File: src/pkg/lspg_defs.svh
// Offsets, field positions, reset values and timing counts of the LED sink protection and gain block.
// Included by bare name; holds definitions only.
`ifndef LSPG_DEFS_SVH
`define LSPG_DEFS_SVH

`define LSPG_CFG_OFF      12'h000
`define LSPG_STAT_OFF     12'h004
`define LSPG_MASK_OFF     12'h008
`define LSPG_STATE_OFF    12'h00C

`define LSPG_CFG_RST      16'h3EAC
`define LSPG_CFG_WMASK    16'h1FFF
`define LSPG_TODIS_BIT    0
`define LSPG_TPEN_BIT     1
`define LSPG_GAIN_LSB     2
`define LSPG_MANT_MSB     8
`define LSPG_BAND_BIT     9
`define LSPG_RSV13_VAL    1'b1
`define LSPG_IRQ_W        3
`define LSPG_IRQ_LOSS     0
`define LSPG_IRQ_HOT      1
`define LSPG_IRQ_COOL     2

`define LSPG_GAIN_OFFSET  12'h080
`define LSPG_CLK_HZ       50000000
`define LSPG_CLK_NS       20
`define LSPG_WDOG_S       1
`define LSPG_WDOG_CYC     (`LSPG_WDOG_S * `LSPG_CLK_HZ)
`define LSPG_STAG_NS      40
`define LSPG_STAG_CYC     ((`LSPG_STAG_NS + `LSPG_CLK_NS - 1) / `LSPG_CLK_NS)
`define LSPG_PIPE_D       (3 * `LSPG_STAG_CYC)

`endif

File: src/pkg/lspg_pkg.sv
// Types of the LED sink protection and gain block.
// Assumes lspg_defs.svh is on the include path.
`include "lspg_defs.svh"

package lspg_pkg;

  typedef struct packed {
    logic        psel;
    logic        penable;
    logic        pwrite;
    logic [11:0] paddr;
    logic [31:0] pwdata;
    logic [3:0]  pstrb;
  } lspg_apb_req_t;

  typedef struct packed {
    logic        pready;
    logic        pslverr;
    logic [31:0] prdata;
  } lspg_apb_rsp_t;

  typedef struct packed {
    logic        blank;
    logic        foldback;
    logic        band;
    logic [6:0]  mantissa;
    logic [11:0] gain_q10;
    logic        counters_clear;
  } lspg_drive_t;

  typedef struct packed {
    logic [1:0]                     grayscale_clock_sync;
    logic [1:0]                     load_sync;
    logic [1:0]                     hot_sync;
    logic [1:0]                     cool_sync;
    logic                           grayscale_clock_prev;
    logic                           load_prev;
    logic [31:0]                    wdog_cnt;
    logic                           seen_grayscale_clock;
    logic [15:0]                    cfg;
    logic [`LSPG_IRQ_W-1:0]         stat;
    logic [`LSPG_IRQ_W-1:0]         mask;
    logic                           irq;
    logic [`LSPG_PIPE_D-1:0][15:0]  pipe;
    logic [15:0]                    sink;
    lspg_drive_t                    drv;
    lspg_apb_rsp_t                  rsp;
  } lspg_state_t;

endpackage

File: src/hw/lspg_top.sv
// Output-side protection and gain control of a 16-channel LED sink driver, with an APB register slave.
// Assumes clock_i is a free-running 50 MHz time base; grayscale clock, load strobe and temperature
// comparators arrive as asynchronous pins; pwm_on_i comes from PWM logic on clock_i.
// Functional notes
// - With timeout enabled (bit 0 low), ~1 s without grayscale clock blanks all outputs.
// - After blanking, restart needs grayscale clock then new data; counters cleared first.
// - Configuration bits 9..2 form the 8-bit gain field, 256 levels.
// - Bit 9 selects current band: 0 low band, 1 high band.
// - Bits 8..2 are a 7-bit unsigned mantissa, MSB at bit 8.
// - Gain G = (3D+128)/256 high band, (3D+128)/1024 low band.
// - Four output groups by index mod four, each 40 ns after the previous.
// - Thermal foldback is off by default, active only when bit 1 is one.
// - Enabled and above 150 C: set thermal flag, current to 25 percent.
// - Below 110 C: clear thermal flag, restore full current; hysteresis.
`timescale 1ns/100ps
`default_nettype none
`include "lspg_defs.svh"

module lspg_top #(
  parameter logic [31:0] WDOG_CYCLES = `LSPG_WDOG_CYC
) (
  input  wire logic                   clock_i,
  input  wire logic                   rst_n_i,
  input  wire lspg_pkg::lspg_apb_req_t apb_req_i,
  output var  lspg_pkg::lspg_apb_rsp_t apb_rsp_o,
  input  wire logic                   grayscale_clock_i,
  input  wire logic                   serial_load_i,
  input  wire logic                   temp_hot_i,
  input  wire logic                   temp_cool_i,
  input  wire logic [15:0]            pwm_on_i,
  output var  logic [15:0]            sink_output_o,
  output var  lspg_pkg::lspg_drive_t   drive_o,
  output var  logic                   irq_o
);
  import lspg_pkg::*;

  lspg_state_t st_ff;
  lspg_state_t nxt_st;

  logic        grayscale_clock_edge;
  logic        load_edge;
  logic        setup;
  logic        access;
  logic        hit_cfg;
  logic        hit_stat;
  logic        hit_mask;
  logic        hit_state;
  logic [15:0] wr_bits;
  logic [15:0] cfg_read;
  logic [`LSPG_IRQ_W-1:0] events;
  logic [11:0] mant_w;
  logic [11:0] gain_num;
  logic [11:0] gain_full;
  logic        tflag_nxt;

  always_comb begin
    nxt_st    = st_ff;
    events    = '0;
    wr_bits   = '0;

    // Pins pass two flops; only the second stage is looked at
    nxt_st.grayscale_clock_sync = {st_ff.grayscale_clock_sync[0], grayscale_clock_i};
    nxt_st.load_sync = {st_ff.load_sync[0], serial_load_i};
    nxt_st.hot_sync  = {st_ff.hot_sync[0], temp_hot_i};
    nxt_st.cool_sync = {st_ff.cool_sync[0], temp_cool_i};
    nxt_st.grayscale_clock_prev = st_ff.grayscale_clock_sync[1];
    nxt_st.load_prev = st_ff.load_sync[1];
    grayscale_clock_edge = st_ff.grayscale_clock_sync[1] ^ st_ff.grayscale_clock_prev;
    load_edge = st_ff.load_sync[1] & ~st_ff.load_prev;

    // Watchdog on the free-running base; saturates so a dead clock cannot wrap into a false restart
    if (grayscale_clock_edge) begin
      nxt_st.wdog_cnt = 32'h0;
    end else if (st_ff.wdog_cnt != WDOG_CYCLES) begin
      nxt_st.wdog_cnt = st_ff.wdog_cnt + 32'h1;
    end

    nxt_st.drv.counters_clear = 1'b0;
    if (!st_ff.drv.blank) begin
      // Greater-or-equal so a count saturated while the timeout was disabled still fires once re-enabled
      if (!st_ff.cfg[`LSPG_TODIS_BIT] && (st_ff.wdog_cnt >= WDOG_CYCLES - 32'h1) && !grayscale_clock_edge) begin
        nxt_st.drv.blank = 1'b1;
        nxt_st.seen_grayscale_clock = 1'b0;
        events[`LSPG_IRQ_LOSS] = 1'b1;
      end
    end else begin
      // Clock must come back before fresh data counts as a restart
      if (grayscale_clock_edge) begin
        nxt_st.seen_grayscale_clock = 1'b1;
      end
      if (st_ff.seen_grayscale_clock && load_edge && !st_ff.drv.counters_clear) begin
        nxt_st.drv.counters_clear = 1'b1;
      end
      if (st_ff.drv.counters_clear) begin
        nxt_st.drv.blank = 1'b0;
      end
    end

    // Thermal flag with hysteresis; forced clear while foldback is disabled
    tflag_nxt = st_ff.drv.foldback;
    if (!st_ff.cfg[`LSPG_TPEN_BIT]) begin
      tflag_nxt = 1'b0;
    end else if (!st_ff.drv.foldback && st_ff.hot_sync[1]) begin
      tflag_nxt = 1'b1;
      events[`LSPG_IRQ_HOT] = 1'b1;
    end else if (st_ff.drv.foldback && st_ff.cool_sync[1]) begin
      tflag_nxt = 1'b0;
      events[`LSPG_IRQ_COOL] = 1'b1;
    end
    nxt_st.drv.foldback = tflag_nxt;

    // Gain decode: one-bit exponent, seven-bit mantissa
    nxt_st.drv.band     = st_ff.cfg[`LSPG_BAND_BIT];
    nxt_st.drv.mantissa = st_ff.cfg[`LSPG_MANT_MSB:`LSPG_GAIN_LSB];
    mant_w    = {5'h00, st_ff.cfg[`LSPG_MANT_MSB:`LSPG_GAIN_LSB]};
    gain_num  = (mant_w << 1) + mant_w + `LSPG_GAIN_OFFSET;
    gain_full = st_ff.cfg[`LSPG_BAND_BIT] ? {gain_num[9:0], 2'b00} : gain_num;
    // Quarter current while folded back; the lost two bits only trim the lowest gain steps
    nxt_st.drv.gain_q10 = tflag_nxt ? {2'b00, gain_full[11:2]} : gain_full;

    // Stagger: group g is delayed 2g cycles more than group 0
    nxt_st.pipe[0] = pwm_on_i;
    for (int k = 1; k < `LSPG_PIPE_D; k++) begin
      nxt_st.pipe[k] = st_ff.pipe[k-1];
    end
    for (int ch = 0; ch < 16; ch++) begin
      if ((ch % 4) == 0) begin
        nxt_st.sink[ch] = pwm_on_i[ch] & ~st_ff.drv.blank;
      end else begin
        nxt_st.sink[ch] = st_ff.pipe[(ch % 4) * `LSPG_STAG_CYC - 1][ch] & ~st_ff.drv.blank;
      end
    end

    // APB slave: no wait state; ready and read data are registered in the setup phase so read data comes from a flop
    setup     = apb_req_i.psel & ~apb_req_i.penable;
    access    = apb_req_i.psel & apb_req_i.penable & st_ff.rsp.pready;
    hit_cfg   = apb_req_i.paddr == `LSPG_CFG_OFF;
    hit_stat  = apb_req_i.paddr == `LSPG_STAT_OFF;
    hit_mask  = apb_req_i.paddr == `LSPG_MASK_OFF;
    hit_state = apb_req_i.paddr == `LSPG_STATE_OFF;
    cfg_read  = {1'b0, st_ff.drv.foldback, `LSPG_RSV13_VAL, st_ff.cfg[12:0]};
    for (int b = 0; b < 2; b++) begin
      wr_bits[b*8 +: 8] = apb_req_i.pstrb[b] ? apb_req_i.pwdata[b*8 +: 8] : 8'h00;
    end

    nxt_st.rsp.pready = 1'b0;
    if (setup) begin
      nxt_st.rsp.pready  = 1'b1;
      nxt_st.rsp.pslverr = ~(hit_cfg | hit_stat | hit_mask | hit_state);
      nxt_st.rsp.prdata  = 32'h0;
      if (!apb_req_i.pwrite) begin
        unique case (1'b1)
          hit_cfg:   nxt_st.rsp.prdata = {16'h0000, cfg_read};
          hit_stat:  nxt_st.rsp.prdata = {29'h0, st_ff.stat};
          hit_mask:  nxt_st.rsp.prdata = {29'h0, st_ff.mask};
          hit_state: nxt_st.rsp.prdata = {28'h0, st_ff.seen_grayscale_clock, st_ff.drv.foldback,
                                          st_ff.drv.counters_clear, st_ff.drv.blank};
          default:   nxt_st.rsp.prdata = 32'h0;
        endcase
      end
    end else if (access) begin
      nxt_st.rsp.pslverr = 1'b0;
    end

    nxt_st.stat = st_ff.stat;
    if (access && apb_req_i.pwrite) begin
      if (hit_cfg) begin
        for (int b = 0; b < 2; b++) begin
          if (apb_req_i.pstrb[b]) begin
            nxt_st.cfg[b*8 +: 8] = 8'(wr_bits[b*8 +: 8] & (`LSPG_CFG_WMASK >> (b*8)));
          end
        end
      end
      if (hit_stat && apb_req_i.pstrb[0]) begin
        nxt_st.stat = st_ff.stat & ~wr_bits[`LSPG_IRQ_W-1:0];
      end
      if (hit_mask && apb_req_i.pstrb[0]) begin
        nxt_st.mask = wr_bits[`LSPG_IRQ_W-1:0];
      end
    end
    // New events win over a clear in the same cycle
    nxt_st.stat = nxt_st.stat | events;
    nxt_st.irq  = |(nxt_st.stat & nxt_st.mask);
  end

  always_ff @(posedge clock_i or negedge rst_n_i) begin
    if (!rst_n_i) begin
      st_ff                     <= '0;
      st_ff.cfg                 <= `LSPG_CFG_RST & `LSPG_CFG_WMASK;
      st_ff.drv.band            <= 1'b1;
      st_ff.drv.mantissa        <= 7'h2B;
      st_ff.drv.gain_q10        <= 12'h404;
    end else begin
      st_ff <= nxt_st;
    end
  end

  assign apb_rsp_o     = st_ff.rsp;
  assign sink_output_o = st_ff.sink;
  assign drive_o       = st_ff.drv;
  assign irq_o         = st_ff.irq;

endmodule

`default_nettype wire

File: config.mk
export PLATFORM = sky130hd
export DESIGN_NAME = lspg_top
export DESIGN_NICKNAME = d
export VERILOG_FILES = /design/src/pkg/lspg_pkg.sv /design/src/hw/lspg_top.sv
export VERILOG_INCLUDE_DIRS = /design/src /design/src/pkg
export SDC_FILE = /design/constraint.sdc
export NUM_CORES = 1
export LEC_CHECK = 0
export BUFFER_PORTS_ARGS = -buffer_cell sky130_fd_sc_hd__buf_2
export CORE_MARGIN = 2
export CORE_UTILIZATION = 40
export DETAILED_ROUTE_END_ITERATION = 10
export PLACE_DENSITY = 0.75
export SLEW_MARGIN = 20
export SYNTH_ARGS = -nofsm -noshare
export SYNTH_HDL_FRONTEND = slang
export SYNTH_SLANG_ARGS = --single-unit
File: constraint.sdc
create_clock -name clock_i -period 2.4 [get_ports clock_i]
set_clock_uncertainty 0.1 [all_clocks]
set_input_delay 0.24 -clock clock_i [delete_from_list [all_inputs] [get_ports clock_i]]
set_output_delay 0.24 -clock clock_i [all_outputs]
set_load 0.03 [all_outputs]
==> metrics.csv, run 1 <==
stage,metric,value,unit
status,status,"complete, no violations",
sta,final.setup.tns,0,ns
critical_path,startpoint_type,register,
grt,track_usage,15.2,%
yosys,yosysTopAreaCellShare,53.8,%
sta,hold_viol,0,
clock_network,clock_sinks,166,
die,start_util,40.8,%
sta,period_share,94.9,%
yosys,synth_top_family_by_area,simple AND/OR/NAND/NOR gates,
yosys,yosys.area_share.adder,1.89,%
critical_path,crit_fanout,8,
clock_network,cts_root_buf,clkbuf_16,
clock_network,htree_num_levels,4,
cells_and_area,final-instance-count-excl-fill,928,
cells_and_area,area.growth.synth_to_final,20.5,%
yosys,synth_area_leaders,"dfrtp_1 (54%), buf_4 (7.8%), dfstp_2 (5.6%), xnor2_1 (2.4%), nor2_1 (2.2%)",
yosys,ys.flop_type,dfrtp_1,
min_path,hold_path.class,primary input to register,
yosys,synthSimpleGateAreaFrac,14.0,%
yosys,synth_compound_area_share,6.29,%
detailed_routing,viasPerCell,4.83,
critical_path,critPathRequiredTime,2.60,ns
cells_and_area,fin_util,49.1,%
yosys,synth_seq_cells,166,
yosys,yosysSeqAreaShare,59.4,%
pwr,peakVddDrop,462,µV
yosys,syn_avg_cell_area,12.0,µm²
sta,worstMarginPinSlew,0.649,ns
cells_and_area,layout.nets,772,
yosys,yosys_warnings,0,
die,die_w,137,µm
cells_and_area,layout-drive-gt1-share,29.2,%
pwr,p_leak,3.98,nW
yosys,syn_inst,587,
clock_network,clk_latency,0.43,ns
place,routabilityCongestion,0.851,
sta,fmax,439,MHz
die,rows,48,
grt,grt_pass1_wl,22000,µm
detailed_routing,drtAntennaViolNets,0,
detailed_routing,drt-initial-drc-count,279,
yosys,synthXorXnorAreaFrac,3.49,%
detailed_routing,wire_per_inst,14.2,µm
sta,max-slew-margin-rel,56.4,%
sta,finalSetupViolations,0,
detailed_routing,routed-wl-met2,6000,µm
clock_network,clkTransAtPathRegs,0.07,ns
critical_path,cp_data_arrival_time,2.48,ns
grt,grt_overflow,0,
clock_network,numCtsBuffers,17,
yosys,synth_mux_area_share,4.76,%
detailed_routing,finalWirelength,13200,µm
clock_network,post-cts-setup-buffers,0,
cells_and_area,fill_cells,1535,
detailed_routing,via_count,4479,
die,die_area,0.0186,mm²
sta,period_needed,2.28,ns
detailed_routing,drc,0,
detailed_routing,route.met3.wl,689,µm
place,port_buffers,107,
critical_path,reg2reg_depth,6,
yosys,syn_area,0.00702,mm²
grt,grt_max_degree,62,
flow_run,cap_violations,0,
die,core_area,0.0172,mm²
sta,slew_violations,0,
yosys,synth.largest_area_cell,dfrtp_1,
grt,antenna_found_initial,2,
detailed_routing,dr.pass1.iters,4,
clock_network,cts_tree,done,
clock_network,clk_path_buf_depth,2,
yosys,ys_types,59,
die,ios,147,
place,dp.final_hpwl,9010,µm
min_path,holdPathStages,4,
yosys,synth_edf_count,0,
yosys,synth-async-reset-ratio,100,%
detailed_routing,wl_met1,6250,µm
grt,grt_pass1_vias,4361,
die,dieHeight,137,µm
pwr,powerDensity,706,mW/mm²
critical_path,path_class,register to register,
detailed_routing,highest_layer,met5,
place,dp.cells,861,
critical_path,critPathCaptureType,register,
## per-stage QoR
step	instance area, µm²	power (W)	hold WS (ns)	setup WS, ns
final	8470	0.00598	0.0513	0.123
after global routing	8470	0.00623	0.0719	-0.0197
after CTS	8420	0.00607	0.0351	0.0131
after detailed placement	7450	0.00324	0.143	0.0420
after global placement	7450	0.00323	0.127	0.0725
after floorplan	7090	0.00314	-0.156	0.145
## metal layers
layer,vias up,GRT usage (%)
met2,121,22.3
met1,2207,21.6
met3,19,4.15
met4,2,5.96
met5,-,0
li1,2130,-
## layout by cell type (no fill, tap or decap), drive strengths merged, types with 13 or more instances in the layout
cell type	netlist	final
dfrtp	151	151
buf	76	122
nor2	42	42
dlygate4sd3	0	34
inv	23	29
nand2	25	25
nor2b	21	21
nand3	20	20
xnor2	19	19
conb	1	18
clkbuf	14	17
o21ai	15	15
dfstp	15	15
a21oi	13	13
mux2	13	13
## worst max-delay path, stage by stage, from the launching register on
cell and delay [ns]:
dfstp_2 0.58, ha_1 0.30, or3b_2 0.48, a221oi_1 0.26, a311oi_1 0.12, mux2i_1 0.19
mux2i_1 0.11
## cell type report
class	count	area, µm²	area share [%]
tap	225	282	3.33
clock buffer	17	425	5.03
inverter	24	90.1	1.06
clock inverter	15	205	2.42
multi-input combinational	324	2260	26.6
antenna	1	2.50	0.0296
timing repair buffer	156	1030	12.2
sequential	166	4170	49.3
## synth_stat cells, types with 5 or more instances
cell type and n:
a21o_1 5, a21oi_1 13, a22o_1 11, and3_1 5
buf_4 73, clkbuf_1 14, dfrtp_1 151, dfstp_2 15
ha_1 9, inv_1 23, mux2_2 13, mux2i_1 12
nand2_1 25, nand3_1 19, nand4_1 6, nor2_1 41
nor2b_1 21, nor3_1 11, nor4_1 9, o21ai_0 15
or3_1 8, xnor2_1 19, xor2_1 9
## cell families (layout without fill, tap and decap cells)
family / Yosys count / after routing
AO/OA/AOI/OAI: 65 / 65
AND/OR/NAND/NOR: 175 / 175
other: 1 / 19
multiplexers: 28 / 28
flip-flops: 166 / 166
XOR/XNOR: 28 / 28
adder cells (fa/ha/maj): 10 / 10
buffers and inverters: 114 / 212
## final timing paths
kind / from / endpoint / slack (ns)
setup / recovery: cfg_read[7]$_DFFE_PN1P_ / drive_o[5]$_DFF_PN0_ / 0.12
hold / removal: apb_req_i[50] / apb_rsp_o[32]$_DFFE_PN0P_ / 0.05
setup reg to reg: cfg_read[7]$_DFFE_PN1P_ / drive_o[5]$_DFF_PN0_ / 0.12
hold reg to reg: nxt_st[128]$_DFF_PN0_ / nxt_st[144]$_DFF_PN0_ / 0.25
max in group asynchronous: rst_n_i / drive_o[13]$_DFF_PN1_ / 1.21
min in group asynchronous: rst_n_i / nxt_st[132]$_DFF_PN0_ / 0.24
## timing repair
item,4_1_cts,5_1_grt
hold buffers,34,0
gates resized for setup,0,8
endpoints found under the hold margin,88,0
endpoints found under the setup margin,0,6
## report_power, final
part	internal, W	switching [W]	total, W
sequential	0.00287	0.0000289	0.00290
clock	0.00143	0.00132	0.00276
combinational	0.000118	0.000205	0.000323
## flip-flops by register name, summed over array words and instances, names as in the netlist
register and cells:
nxt_st 50, st_ff 47, drive_o 22, apb_rsp_o 17, sink_output_o 16, cfg_read 13
irq_o 1
Note: power is estimated with default switching activity, not from simulation.
==> run 2: changes to the inputs <==
Settings changed: PLACE_DENSITY 0.75 to 0.72.
Clock period 2.4 ns to 2.72 ns, I/O delays scaled along.
==> metrics.csv, run 2 (synthesis results as in run 1) <==
stage,metric,value,unit
place,routabilityCongestion,0.805,
cells_and_area,fin_util,48.1,%
detailed_routing,drtAntennaViolNets,0,
detailed_routing,drc,0,
clock_network,clock_sinks,166,
grt,antenna_found_initial,0,
grt,grt_overflow,0,
detailed_routing,via_count,4479,
critical_path,path_class,register to register,
sta,final.setup.tns,0,ns
critical_path,crit_chain,ha_1 > inv_1 > fa_1 > nand2b_1 > a21o_1 > a311oi_2 > mux2i_1 > a21oi_1,
cells_and_area,area.growth.synth_to_final,18.1,%
place,dp.final_hpwl,8830,µm
clock_network,cts_root_buf,clkbuf_16,
critical_path,critPathRequiredTime,2.95,ns
sta,finalSetupViolations,0,
grt,grt_pass1_vias,4351,
die,ios,147,
detailed_routing,dr.pass1.iters,6,
cells_and_area,final_area,0.00829,mm²
die,start_util,40.8,%
clock_network,clk_path_buf_depth,2,
place,place_area,0.00738,mm²
cells_and_area,n_antenna_cell,0,
detailed_routing,viasPerCell,4.87,
cells_and_area,largest_reg_flops,50,
sta,period_needed,2.49,ns
sta,slew_violations,0,
critical_path,cpMaxStageDelayCell,dfstp_2,
grt,grt_max_degree,68,
sta,finalHoldWorstSlack,0.0389,ns
critical_path,critical_path.top_delay_family,compound AO/OA/AOI/OAI gates,
cells_and_area,final_cell_mix,"dfrtp_1 (151), buf_2 (106), nor2_1 (41)",
detailed_routing,drt-initial-drc-count,286,
clock_network,cts_tree,done,
pwr,p_leak,3.91,nW
clock_network,numCtsBuffers,17,
sta,hold_viol,0,
cells_and_area,final_common_cell,dfrtp_1,
sta,period_share,91.6,%
die,die_area,0.0186,mm²
critical_path,cp_data_arrival_time,2.72,ns
clock_network,htree_num_levels,4,
flow_run,cap_violations,0,
critical_path,startpoint_type,register,
place,port_buffers,107,
min_path,hold_path.class,primary input to register,
die,die_w,137,µm
pwr,powerDensity,625,mW/mm²
clock_network,post-cts-setup-buffers,0,
cells_and_area,layout.nets,764,
critical_path,crit_fanout,7,
die,core_area,0.0172,mm²
clock_network,clk_latency,0.43,ns
pwr,peakVddDrop,436,µV
clock_network,clkTransAtPathRegs,0.06,ns
sta,max-slew-margin-rel,52.3,%
sta,fmax,401,MHz
status,status,"complete, no violations",
critical_path,path_buf_inv,1,
detailed_routing,finalWirelength,13100,µm
sta,rsz0062_at_grt,false,
grt,grt_pass1_wl,21500,µm
cells_and_area,layout-drive-gt1-share,28.2,%
grt,track_usage,14.9,%
sta,worstMarginPinSlew,0.709,ns
die,dieHeight,137,µm
critical_path,critPathCaptureType,register,
die,rows,48,
detailed_routing,wire_per_inst,14.2,µm
critical_path,slowest_delay,0.59,ns
cells_and_area,fill_cells,1537,
[run 2: layout make-up]
class                           instances  area (µm²)  share of cell area (%)
Tap cell                              225         282                    3.39
Sequential cell                       166        4170                    50.3
Multi-Input combinational cell        324        2220                    26.8
Clock inverter                         14         156                    1.89
Timing Repair Buffer                  148         940                    11.3
Clock buffer                           18         429                    5.18
Inverter                               24        90.1                    1.09
[run 2: timing repair]
action | in CTS | in global routing
endpoints found under the setup margin | 0 | 1
gates resized for setup | 0 | 3
hold buffers | 31 | 0
hold endpoints to repair | 77 | 0
[run 2: stage by stage]
step | instances | worst slack, ns | power [W]
floorplan | 604 | 0.465 | 0.00277
global placement | 856 | 0.239 | 0.00285
detailed placement | 856 | 0.154 | 0.00286
CTS | 919 | 0.133 | 0.00527
global route | 919 | 0.0740 | 0.00541
finish | 919 | 0.229 | 0.00519
[run 2: final timing paths]
path	start	end	slack [ns]	cells past startpoint
min in group asynchronous	rst_n_i	nxt_st[136]$_DFF_PN0_	0.26	2
max	cfg_read[2]$_DFFE_PN1P_	drive_o[8]$_DFF_PN0_	0.23	8
min	apb_req_i[6]	cfg_read[2]$_DFFE_PN1P_	0.04	2
max reg2reg	cfg_read[2]$_DFFE_PN1P_	drive_o[8]$_DFF_PN0_	0.23	8
max in group asynchronous	rst_n_i	cfg_read[3]$_DFFE_PN1P_	1.51	3
min reg2reg	nxt_st[99]$_DFF_PN0_	nxt_st[115]$_DFF_PN0_	0.25	0
[run 2: layer usage]
metal	track usage [%]	share of wire (%)
met2	22.9	47
met5	0	0
met3	3.37	5.2
met1	20.9	46
met4	4.86	1.4
[run 2: power breakdown]
part	leakage [nW]	total [W]	internal (W)	switching [W]
logic	1.55	0.000283	0.000101	0.000182
registers	2.07	0.00256	0.00253	0.0000243
clock network	0.282	0.00234	0.00131	0.00104
